### src/logic/mml_defs.svh
// Purpose: Register offsets, field positions and reset values of the manual management block.
// Assumes: AXI4-Lite byte addresses, one aligned 32-bit word per register.
// Notes: Definitions only.
`ifndef MML_DEFS_SVH
`define MML_DEFS_SVH
`define MML_CTRL_OFF 8'h00
`define MML_POLL_OFF 8'h04
`define MML_MAN0_OFF 8'h08
`define MML_MAN1_OFF 8'h0C
`define MML_OWN_OFF 8'h10
`define MML_LINK_OFF 8'h14
`define MML_ISTAT_OFF 8'h18
`define MML_IMASK_OFF 8'h1C
`define MML_CTRL_ENABLE_BIT 0
`define MML_CTRL_MONITOR_BIT 1
`define MML_POLL_MANUAL_BIT 0
`define MML_MAN_MDC_BIT 0
`define MML_MAN_MDO_BIT 1
`define MML_MAN_OE_BIT 2
`define MML_MAN_MDI_BIT 3
`define MML_OWN_CLAIM_BIT 0
`define MML_OWN_RELEASE_BIT 2
`define MML_ISTAT_UP_BIT 0
`define MML_ISTAT_DOWN_BIT 1
`define MML_CTRL_RESET 2'h0
`define MML_RESP_OKAY 2'h0
`define MML_RESP_SLVERR 2'h2
`endif

### src/logic/mml_pkg.sv
// Purpose: Shared types of the manual management block.
// Assumes: Nothing beyond the constants header.
// Notes: Pin index enumeration names the synchronised inputs.
package mml_pkg;
  typedef logic [31:0] mml_word_t;
  typedef logic [7:0] mml_addr_t;
  typedef logic [2:0] mml_man_t;
  typedef enum {MML_PIN_MDI, MML_PIN_LINK} mml_pin_t;
endpackage

### src/logic/mml_pin_if.sv
// Purpose: Carries raw pin levels to the synchroniser and stable levels back.
// Assumes: Both modports sit on the same clock.
// Notes: Bit 0 is the management data input, bit 1 the receive link input.
interface mml_pin_if;
  logic [1:0] raw;
  logic [1:0] level;
  modport sync (input raw, output level);
  modport user (output raw, input level);
endinterface

### src/logic/mml_top.sv
// Purpose: Management serial block with manual bit mode and pin based link monitor.
// Assumes: AXI4-Lite register access, 40 MHz clock, synchronous active high reset.
// Notes: The automatic frame engine is not built; its enable bit only gates manual mode.
// What this block does
// - Writing one to the manual select bit hands the management pins to the manual register while the engine enable bit is clear.
// - With the link monitor on, link status follows the sampled receive link pin by itself.
// - The pin link monitor exists only where the instance parameter enables it.
// - The link monitor path is independent of the engine and of manual mode.
// - Two independent manual access channels let two processors reach the pins.
// - Manual register writes set clock and data pins and reads sample the data pin.
//
// Design decisions made here: the register offsets and the AXI4-Lite register port.
`include "mml_defs.svh"
module mml_top #(
  parameter bit HAS_LINK_MONITOR = 1'b1
) (
  input wire logic clock,
  input wire logic rst,
  input wire mml_pkg::mml_addr_t awaddr,
  input wire logic awvalid,
  output logic awready,
  input wire mml_pkg::mml_word_t wdata,
  input wire logic [3:0] wstrb,
  input wire logic wvalid,
  output logic wready,
  output logic [1:0] bresp,
  output logic bvalid,
  input wire logic bready,
  input wire mml_pkg::mml_addr_t araddr,
  input wire logic arvalid,
  output logic arready,
  output mml_pkg::mml_word_t rdata,
  output logic [1:0] rresp,
  output logic rvalid,
  input wire logic rready,
  output logic mdc,
  input wire logic mdio_i,
  output logic mdio_o,
  output logic mdio_oe,
  input wire logic receive_link_input_pin,
  output logic irq
);
  import mml_pkg::*;

  mml_pin_if pins ();
  logic aw_have_q;
  logic w_have_q;
  mml_addr_t aw_addr_q;
  mml_word_t w_data_q;
  logic [3:0] w_strb_q;
  logic bvalid_q;
  logic [1:0] bresp_q;
  logic rvalid_q;
  mml_word_t rdata_q;
  logic [1:0] rresp_q;
  logic do_wr;
  logic wr_lane0;
  logic [1:0] ctrl_q;
  logic manual_sel_q;
  mml_man_t man_q [2];
  logic [1:0] owner_q;
  logic [1:0] owner_d;
  logic manual_act;
  mml_man_t drive_sel;
  logic mdc_q;
  logic mdo_q;
  logic oe_q;
  logic link_q;
  logic mon_on;
  logic [1:0] istat_q;
  logic [1:0] imask_q;
  logic [1:0] ist_set;
  logic [1:0] ist_clr;

  // External inputs pass the shared synchroniser before any logic sees them.
  assign pins.raw[MML_PIN_MDI] = mdio_i;
  assign pins.raw[MML_PIN_LINK] = receive_link_input_pin;
  mml_pin_sync #(.W(2)) u_sync (
    .clock(clock),
    .rst(rst),
    .pins(pins.sync)
  );

  // Address and data are caught independently; the write happens once both are held.
  assign awready = !aw_have_q && !bvalid_q;
  assign wready = !w_have_q && !bvalid_q;
  assign do_wr = aw_have_q && w_have_q && !bvalid_q;
  assign wr_lane0 = do_wr && w_strb_q[0];
  always_ff @(posedge clock) begin
    if (rst) begin
      aw_have_q <= 1'b0;
      w_have_q <= 1'b0;
      aw_addr_q <= 8'h00;
      w_data_q <= 32'h00000000;
      w_strb_q <= 4'h0;
    end else begin
      if (awvalid && awready) begin
        aw_have_q <= 1'b1;
        aw_addr_q <= awaddr;
      end else if (do_wr) begin
        aw_have_q <= 1'b0;
      end
      if (wvalid && wready) begin
        w_have_q <= 1'b1;
        w_data_q <= wdata;
        w_strb_q <= wstrb;
      end else if (do_wr) begin
        w_have_q <= 1'b0;
      end
    end
  end

  // Write response one cycle after the write; unmapped offsets answer with an error.
  always_ff @(posedge clock) begin
    if (rst) begin
      bvalid_q <= 1'b0;
      bresp_q <= `MML_RESP_OKAY;
    end else if (do_wr) begin
      bvalid_q <= 1'b1;
      bresp_q <= (aw_addr_q <= `MML_IMASK_OFF && aw_addr_q[1:0] == 2'h0) ?
                 `MML_RESP_OKAY : `MML_RESP_SLVERR;
    end else if (bready) begin
      bvalid_q <= 1'b0;
    end
  end
  assign bvalid = bvalid_q;
  assign bresp = bresp_q;

  // Control and manual select registers; only byte lane zero carries fields.
  always_ff @(posedge clock) begin
    if (rst) begin
      ctrl_q <= `MML_CTRL_RESET;
      manual_sel_q <= 1'b0;
    end else if (wr_lane0) begin
      if (aw_addr_q == `MML_CTRL_OFF) begin
        ctrl_q[`MML_CTRL_ENABLE_BIT] <= w_data_q[`MML_CTRL_ENABLE_BIT];
        ctrl_q[`MML_CTRL_MONITOR_BIT] <= w_data_q[`MML_CTRL_MONITOR_BIT] && HAS_LINK_MONITOR;
      end
      if (aw_addr_q == `MML_POLL_OFF) begin
        manual_sel_q <= w_data_q[`MML_POLL_MANUAL_BIT];
      end
    end
  end

  // Each channel keeps its own pin image so two processors never overwrite each other.
  for (genvar c = 0; c < 2; c++) begin : g_chan
    always_ff @(posedge clock) begin
      if (rst) begin
        man_q[c] <= 3'h0;
      end else if (wr_lane0 && aw_addr_q == (`MML_MAN0_OFF + 8'(4 * c))) begin
        man_q[c] <= w_data_q[2:0];
      end
    end
  end

  // Ownership: a claim succeeds only while free, a release only by the holder.
  always_comb begin
    owner_d = owner_q;
    if (wr_lane0 && aw_addr_q == `MML_OWN_OFF) begin
      if (w_data_q[`MML_OWN_RELEASE_BIT] && owner_q[0]) begin
        owner_d = 2'h0;
      end else if (w_data_q[`MML_OWN_RELEASE_BIT + 1] && owner_q[1]) begin
        owner_d = 2'h0;
      end else if (owner_q == 2'h0 && w_data_q[`MML_OWN_CLAIM_BIT]) begin
        owner_d = 2'h1;
      end else if (owner_q == 2'h0 && w_data_q[`MML_OWN_CLAIM_BIT + 1]) begin
        owner_d = 2'h2;
      end
    end
  end
  always_ff @(posedge clock) begin
    if (rst) begin
      owner_q <= 2'h0;
    end else begin
      owner_q <= owner_d;
    end
  end

  // Pins belong to the manual port only while selected and the engine is off.
  assign manual_act = manual_sel_q && !ctrl_q[`MML_CTRL_ENABLE_BIT];
  assign drive_sel = owner_q[1] ? man_q[1] : man_q[0];
  always_ff @(posedge clock) begin
    if (rst) begin
      mdc_q <= 1'b0;
      mdo_q <= 1'b0;
      oe_q <= 1'b0;
    end else if (manual_act) begin
      mdc_q <= drive_sel[`MML_MAN_MDC_BIT];
      mdo_q <= drive_sel[`MML_MAN_MDO_BIT];
      oe_q <= drive_sel[`MML_MAN_OE_BIT];
    end else begin
      mdc_q <= 1'b0;
      mdo_q <= 1'b0;
      oe_q <= 1'b0;
    end
  end
  assign mdc = mdc_q;
  assign mdio_o = mdo_q;
  assign mdio_oe = oe_q;

  // Link monitor follows the pin on its own, whatever the engine or manual mode does.
  assign mon_on = HAS_LINK_MONITOR && ctrl_q[`MML_CTRL_MONITOR_BIT];
  always_ff @(posedge clock) begin
    if (rst) begin
      link_q <= 1'b0;
    end else if (mon_on) begin
      link_q <= pins.level[MML_PIN_LINK];
    end else begin
      link_q <= 1'b0;
    end
  end

  // Sticky link events; a new event beats a clear in the same cycle.
  assign ist_set = {mon_on && link_q && !pins.level[MML_PIN_LINK],
                    mon_on && !link_q && pins.level[MML_PIN_LINK]};
  assign ist_clr = (wr_lane0 && aw_addr_q == `MML_ISTAT_OFF) ? w_data_q[1:0] : 2'h0;
  always_ff @(posedge clock) begin
    if (rst) begin
      istat_q <= 2'h0;
      imask_q <= 2'h0;
    end else begin
      istat_q <= (istat_q & ~ist_clr) | ist_set;
      if (wr_lane0 && aw_addr_q == `MML_IMASK_OFF) begin
        imask_q <= w_data_q[1:0];
      end
    end
  end
  assign irq = |(istat_q & imask_q);

  // Read path: one cycle to data, held until the master takes it.
  assign arready = !rvalid_q;
  always_ff @(posedge clock) begin
    if (rst) begin
      rvalid_q <= 1'b0;
      rdata_q <= 32'h00000000;
      rresp_q <= `MML_RESP_OKAY;
    end else if (arvalid && arready) begin
      rvalid_q <= 1'b1;
      rresp_q <= `MML_RESP_OKAY;
      case (araddr)
        `MML_CTRL_OFF: rdata_q <= {30'h0, ctrl_q};
        `MML_POLL_OFF: rdata_q <= {31'h0, manual_sel_q};
        `MML_MAN0_OFF: rdata_q <= {28'h0, pins.level[MML_PIN_MDI], man_q[0]};
        `MML_MAN1_OFF: rdata_q <= {28'h0, pins.level[MML_PIN_MDI], man_q[1]};
        `MML_OWN_OFF: rdata_q <= {30'h0, owner_q};
        `MML_LINK_OFF: rdata_q <= {31'h0, link_q};
        `MML_ISTAT_OFF: rdata_q <= {30'h0, istat_q};
        `MML_IMASK_OFF: rdata_q <= {30'h0, imask_q};
        default: begin
          rdata_q <= 32'h00000000;
          rresp_q <= `MML_RESP_SLVERR;
        end
      endcase
    end else if (rready) begin
      rvalid_q <= 1'b0;
    end
  end
  assign rvalid = rvalid_q;
  assign rdata = rdata_q;
  assign rresp = rresp_q;
endmodule // mml_top

### src/logic/mml_pin_sync.sv
// Purpose: Three-stage synchroniser with agreement filter for each external input.
// Assumes: Inputs are asynchronous to clock.
// Notes: A change is accepted once the second and third stages agree.
module mml_pin_sync #(
  parameter int W = 2
) (
  input wire logic clock,
  input wire logic rst,
  mml_pin_if.sync pins
);
  import mml_pkg::*;

  // One independent chain per pin; stage one feeds only stage two.
  for (genvar i = 0; i < W; i++) begin : g_bit
    logic s1_q;
    logic s2_q;
    logic s3_q;
    logic lvl_q;
    always_ff @(posedge clock) begin
      if (rst) begin
        s1_q <= 1'b0;
        s2_q <= 1'b0;
        s3_q <= 1'b0;
        lvl_q <= 1'b0;
      end else begin
        s1_q <= pins.raw[i];
        s2_q <= s1_q;
        s3_q <= s2_q;
        if (s2_q == s3_q) begin
          lvl_q <= s3_q;
        end
      end
    end
    assign pins.level[i] = lvl_q;
  end
endmodule // mml_pin_sync

### config.mk
export PLATFORM = sky130hd
export DESIGN_NAME = mml_top
export DESIGN_NICKNAME = d
export VERILOG_FILES = /design/src/logic/mml_pkg.sv /design/src/logic/mml_pin_if.sv /design/src/logic/mml_top.sv /design/src/logic/mml_pin_sync.sv
export VERILOG_INCLUDE_DIRS = /design/src /design/src/logic
export SDC_FILE = /design/constraint.sdc
export NUM_CORES = 1
export LEC_CHECK = 0
export ABC_CLOCK_PERIOD_IN_PS = 1500
export BUFFER_PORTS_ARGS = -buffer_cell sky130_fd_sc_hd__buf_2
export CORE_AREA = 2 2 78 80
export CTS_CLUSTER_DIAMETER = 40
export CTS_CLUSTER_SIZE = 10
export DETAILED_ROUTE_END_ITERATION = 8
export DIE_AREA = 0 0 80 82
export GPL_ROUTABILITY_DRIVEN = 1
export GPL_TIMING_DRIVEN = 0
export PLACE_DENSITY_LB_ADDON = 0.08
export SYNTH_ARGS = -nofsm -noshare
export SYNTH_HDL_FRONTEND = slang
export SYNTH_HIERARCHICAL = 1
export SYNTH_SLANG_ARGS = --single-unit
export TNS_END_PERCENT = 30
### constraint.sdc
create_clock -name clock -period 1.5 [get_ports clock]
set_clock_uncertainty 0.2 [all_clocks]
set_input_delay 0.3 -clock clock [delete_from_list [all_inputs] [get_ports clock]]
set_output_delay 0.3 -clock clock [all_outputs]
set_load 0.05 [all_outputs]
# == Word level (Yosys, flattened, before mapping) ==
# Memory sizes are Yosys's and may differ from the RTL's.
# Index checks and enable logic that the tools add are counted.
# word_totals
out_inout_bits,45
register_bits,74
ram_bits,6
memories,1
# memory_table
name,depth,width,read_ports,rd_clocked_by_memory_dff,wr,line_no,text
man_q,2,3,2,0,2,mml_top.sv:60,mml_man_t man_q [2];
# classes
order_cmp,1
n_reduce_logical,46
muxes,26
n_bitwise,8
eq_ne,15
# op_table
operator,n
8-bit by 5-bit == test with 1-bit output (second input constant),7
8-bit by 4-bit == test with 1-bit output (second input constant),4
4-bit one-hot mux with 8 select lines,1
1-bit logical AND,23
8-bit by 3-bit == test with 1-bit output (second input constant),2
8-bit logical NOT,2
1-bit two-way mux,15
2-bit two-way mux,7
3-bit two-way mux,3
8-bit by 5-bit less-or-equal comparator with 1-bit output (second input constant),1
2-bit nonzero test,4
8-bit OR reduction,1
1-bit logical NOT,7
2-bit AND reduction,3
2-bit OR reduction,3
2-bit bitwise AND,2
2-bit logical NOT,2
4-bit nonzero test,1
1-bit == test,2
1-bit NOT,2
2-bit NOT,1
1-bit OR,2
2-bit OR,1

# == Longest topological paths before layout ==
# logic_depth
ltp_word,8
depth_mapped,5
ltp_nobuf,4

# == By module ==
# Netlist, hierarchy kept.
# modules_own_cells
module,area_per_inst_um2,instances,cells_each,seq_area_each_um2
mml_top,2174.6,1,233,900.9
mml_pin_sync,242.7,1,22,160.2

# == Least setup slack after synthesis ==
# No wires, ideal clock.
# synth_path
path_type,register to register
startpoint,reg bvalid_q (netlist: bvalid)
endpoint,reg w_data_q[0]
path_slack_ns,-0.711
arrival_ns,1.884
stages_incl_launch_ff,6
synth_period_minus_slack_ns,2.211
path_buffers,1
cell_sequence,dfxtp_1 nor2_1 and2_1 buf_2 mux2i_1 nor2_1
# synth_between
elab_chain_len,3
# synth_lines
item,line_no,text
start: declaration,mml_top.sv:51,logic bvalid_q;
start signal: assignment,mml_top.sv:116,bvalid_q <= 1'b0;
start signal: assignment,mml_top.sv:119,bvalid_q <= 1'b1;
start signal: assignment,mml_top.sv:123,bvalid_q <= 1'b0;
1-bit logical NOT,mml_top.sv:86,assign wready = !w_have_q && !bvalid_q;
1-bit logical AND,mml_top.sv:86,
net wready,mml_top.sv:25,"output logic wready,"
1-bit logical AND,mml_top.sv:103,if (wvalid && wready) begin
end signal: assignment,mml_top.sv:105,w_data_q <= wdata;
end: declaration,mml_top.sv:49,mml_word_t w_data_q;
# The timed path passes the listed nets, and every way through them passes these cells.
# A chain may end at the register's enable or synchronous reset.

# == Final worst setup path ==
# layout_path
startpoint,reg aw_addr_q[5]
endpoint,reg owner_q[0]
# layout_between
elab_chain_len,3
# layout_lines
item,line_no,text
start: declaration,mml_top.sv:48,mml_addr_t aw_addr_q;
start signal: assignment,mml_top.sv:99,aw_addr_q <= awaddr;
8-bit by 5-bit == test with 1-bit output (no source line),n/a,
1-bit logical AND (no source line),n/a,
2-bit AND reduction (no source line),n/a,
end signal: assignment,mml_top.sv:175,owner_q <= owner_d;
end: declaration,mml_top.sv:61,logic [1:0] owner_q;
# Every way passes these cells.

==> results.json <==
{
  "critPathRequiredTime_ns": 1.50,
  "dieArea_sq_mm": 0.00656,
  "crit_cells": 4,
  "grt_overflow_total": 0,
  "tritoncts": "yes",
  "fin_ws_ns": -0.0631,
  "power.total_mw": 3.02,
  "r2r_start": "aw_addr_q[5]$_SDFFE_PP0P_",
  "vias": 1908,
  "critPathCaptureType": "register",
  "rsz0062_at_grt": "true",
  "grt_first_pass_wirelength_um": 7910,
  "track_usage": 0.158,
  "highest_layer": "met4",
  "worstPathMaxFanout": 4,
  "core_sq_mm": 0.00575,
  "first_iter_violations": 57,
  "gp_congestion": 0.862,
  "slew_viol_final": 0,
  "p_seq_frac": 0.484,
  "worstRegToRegCells": 4,
  "arrival_ns": 1.56,
  "met2_length_um": 2440,
  "fin_util": 0.555,
  "drv_cap": 0,
  "finalWirelength_um": 5030,
  "grt_max_degree": 16,
  "syn_area_sq_mm": 0.00242,
  "h-tree-depth": 2,
  "setup.worst_path.start": "aw_addr_q[5]$_SDFFE_PP0P_",
  "n_antenna_cell": 0,
  "grt_pass1_vias": 1722,
  "setup_viol": 12,
  "initial_core_util": 0.421,
  "clkTransAtPathRegs_ns": 0.09,
  "ir_drop_mv": 0.478,
  "sw_frac_of_total": 0.295,
  "cts_made_buffers": 5,
  "finalCritPeriodShare": 1.04,
  "p_sw_mw": 0.891,
  "start_kind": "register",
  "whs_ns": 0.0167,
  "cts_root_buf": "clkbuf_8",
  "io_buffer_count": 42,
  "nets": 403,
  "die_w_um": 80,
  "cts_buffer_depth": 2,
  "ys_async_sr_fraction": 0,
  "avgRoutedWirePerCell_um": 12.0,
  "r2r_slack_ns": -0.06,
  "endpoint": "owner_q[0]$_SDFFE_PP0P_",
  "remaining_drc_errors": 0,
  "slowest_delay_ns": 0.36,
  "worstPathCellList": "nor4b_4 -> and2_4 -> nand3_2 -> mux2_4",
  "violations": "setup timing",
  "num_rows": 28,
  "drive_gt1_frac": 0.405,
  "yosys_warnings": 6,
  "leakagePower_nw": 1.45,
  "wl_met1_um": 2240,
  "synth.yosys.seq_area_share": 0.439,
  "fillers": 566,
  "io_pins": 106,
  "critical-path-top-delay-family": "simple AND/OR/NAND/NOR gates",
  "fin_crit_ns": 1.56,
  "status": "finished, violations left",
  "p_int_mw": 2.13,
  "cp_slowest_cell": "dfxtp_2",
  "cts_sinks": 50,
  "viasPerCell": 4.56,
  "ys_types": 50,
  "finalHoldViolations": 0,
  "synth_edf_count": 6,
  "critical_path_class": "register to register",
  "antenna_found_initial": 0,
  "dieHeight_um": 82,
  "dr_wl_met3_um": 274,
  "min_path_type": "primary input to register",
  "first_pass_iters": 4,
  "rr_endpoint": "owner_q[0]$_SDFFE_PP0P_",
  "clkPwrFrac": 0.308,
  "synth_ff_type": "dfxtp_1",
  "pwr_density_cell_mw_per_mm2": 948,
  "syn-instance-count": 255,
  "area_growth_pct": 31.9,
  "cp.buffers_inverters": 0,
  "synth-seq-cells": 50,
  "dp_hpwl_um": 3680,
  "avgSynthCellArea_sq_um": 9.48,
  "comb_power_share": 0.208,
  "clkLatencyLatePin_ns": 0.30,
  "ant_nets": 0,
  "max_freq_mhz": 640
}
-- worst min path at each step --
stage	start	endpoint	slack [ns]	depth (start not counted)
2_1_floorplan	rst	u_sync/g_bit[1].s3_q$_SDFF_PP0_	0.17	1
6_report	awaddr[5]	aw_addr_q[5]$_SDFFE_PP0P_	0.02	3
5_1_grt	awaddr[6]	aw_addr_q[6]$_SDFFE_PP0P_	0.03	3
3_3_place_gp	u_sync/g_bit[0].s1_q$_SDFF_PP0_	u_sync/g_bit[0].s2_q$_SDFF_PP0_	0.22	1
4_1_cts	awaddr[5]	aw_addr_q[5]$_SDFFE_PP0P_	0.01	3
3_5_place_dp	u_sync/g_bit[0].s1_q$_SDFF_PP0_	u_sync/g_bit[0].s2_q$_SDFF_PP0_	0.23	1
-- worst register-to-register path: cells and delay by family, from the launching register on --
family / cells / cell delay (ns)
DFF: 1 / 0.36
muxes: 1 / 0.30
and+or+nand+nor: 3 / 0.60
-- layout make-up --
class	count	area, sq um	share of cell area
flip-flops and latches	50	1080	0.340
clock inverters	3	40.0	0.0126
clock buffers	5	68.8	0.0216
plain buffers	41	303	0.0950
well taps	75	93.8	0.0294
inverters	4	15.0	0.00471
repair buffers	53	323	0.101
multi-input cells	187	1260	0.396
-- layout by cell type, fill, tap and decap left out, types with 4 or more instances in the layout --
cell and instances:
inv_1 4, buf_2 39, clkbuf_2 4, nor2_1 22
conb_1 30, a21oi_1 18, nand4_1 4, nor2b_1 9
clkbuf_8 5, buf_6 4, nand2_1 25, and2_1 7
dfxtp_2 12, edfxtp_1 6, dfxtp_1 30, buf_4 43
mux2i_1 16
-- sequential cells by signal, summed over array words and instances (netlist names), 2 cells and up --
register / cells
u_sync/g_bit.lvl_q: 2
owner_q: 2
imask_q: 2
rdata: 4
man_q: 6
w_data_q: 4
aw_addr_q: 8
istat_q: 2
u_sync/g_bit.s2_q: 2
u_sync/g_bit.s1_q: 2
u_sync/g_bit.s3_q: 2
ctrl_q: 2
-- power groups by stage --
stage / sequential, mW / combinational (mW) / clock (mW)
floorplan: 1.49 / 0.444 / 0
finish: 1.46 / 0.630 / 0.931
global route: 1.47 / 0.675 / 1.00
detailed placement: 1.48 / 0.564 / 0
global placement: 1.48 / 0.561 / 0
CTS: 1.46 / 0.602 / 0.959
-- metal layers --
layer	up-vias	GRT usage
li1	991	-
met1	859	0.190
met2	51	0.278
met3	7	0.0275
met4	0	0.0695
met5	-	0
-- cells in the mapped netlist (3+ instances only) --
cell,count,area (sq um)
a21oi_1,19,95.1
a32oi_1,3,26.3
and2_1,8,50.1
buf_2,6,30.0
buf_4,32,240
dfxtp_1,44,881
edfxtp_1,6,180
inv_1,4,15.0
mux2i_1,16,160
nand2_1,26,97.6
nand2b_1,4,25.0
nand4_1,4,25.0
nor2_1,24,90.1
nor2b_1,10,62.6
nor3_1,3,15.0
o21ai_1,3,15.0
-- stage by stage --
step | setup TNS [ns] | instances | setup slack, ns | area [sq um]
after floorplan | -0.677 | 284 | -0.0505 | 2580
after global placement | -11.28 | 401 | -0.488 | 2890
after detailed placement | -11.66 | 401 | -0.511 | 2890
after CTS | -0.437 | 415 | -0.0741 | 3130
after global routing | -1.72 | 418 | -0.138 | 3190
final | -0.283 | 418 | -0.0631 | 3190
-- cells by family after synthesis --
group / Yosys count / share of synthesized area
flip-flops: 50 / 0.439
buffers and inverters: 47 / 0.129
AND/OR/NAND/NOR: 98 / 0.237
other: 1 / 0.00155
AO/OA/AOI/OAI: 41 / 0.112
multiplexers: 18 / 0.0818
-- timing repair --
item / in CTS / in global routing
hold buffers: 2 / 0
endpoints found under the hold margin: 2 / 0
gates resized for setup: 29 / 12
endpoints found under the setup margin: 34 / 40
setup buffers: 5 / 4
pin swaps: 14 / 18
cloned: 0 / 0
No activity file was read; power rests on OpenSTA's default activity.
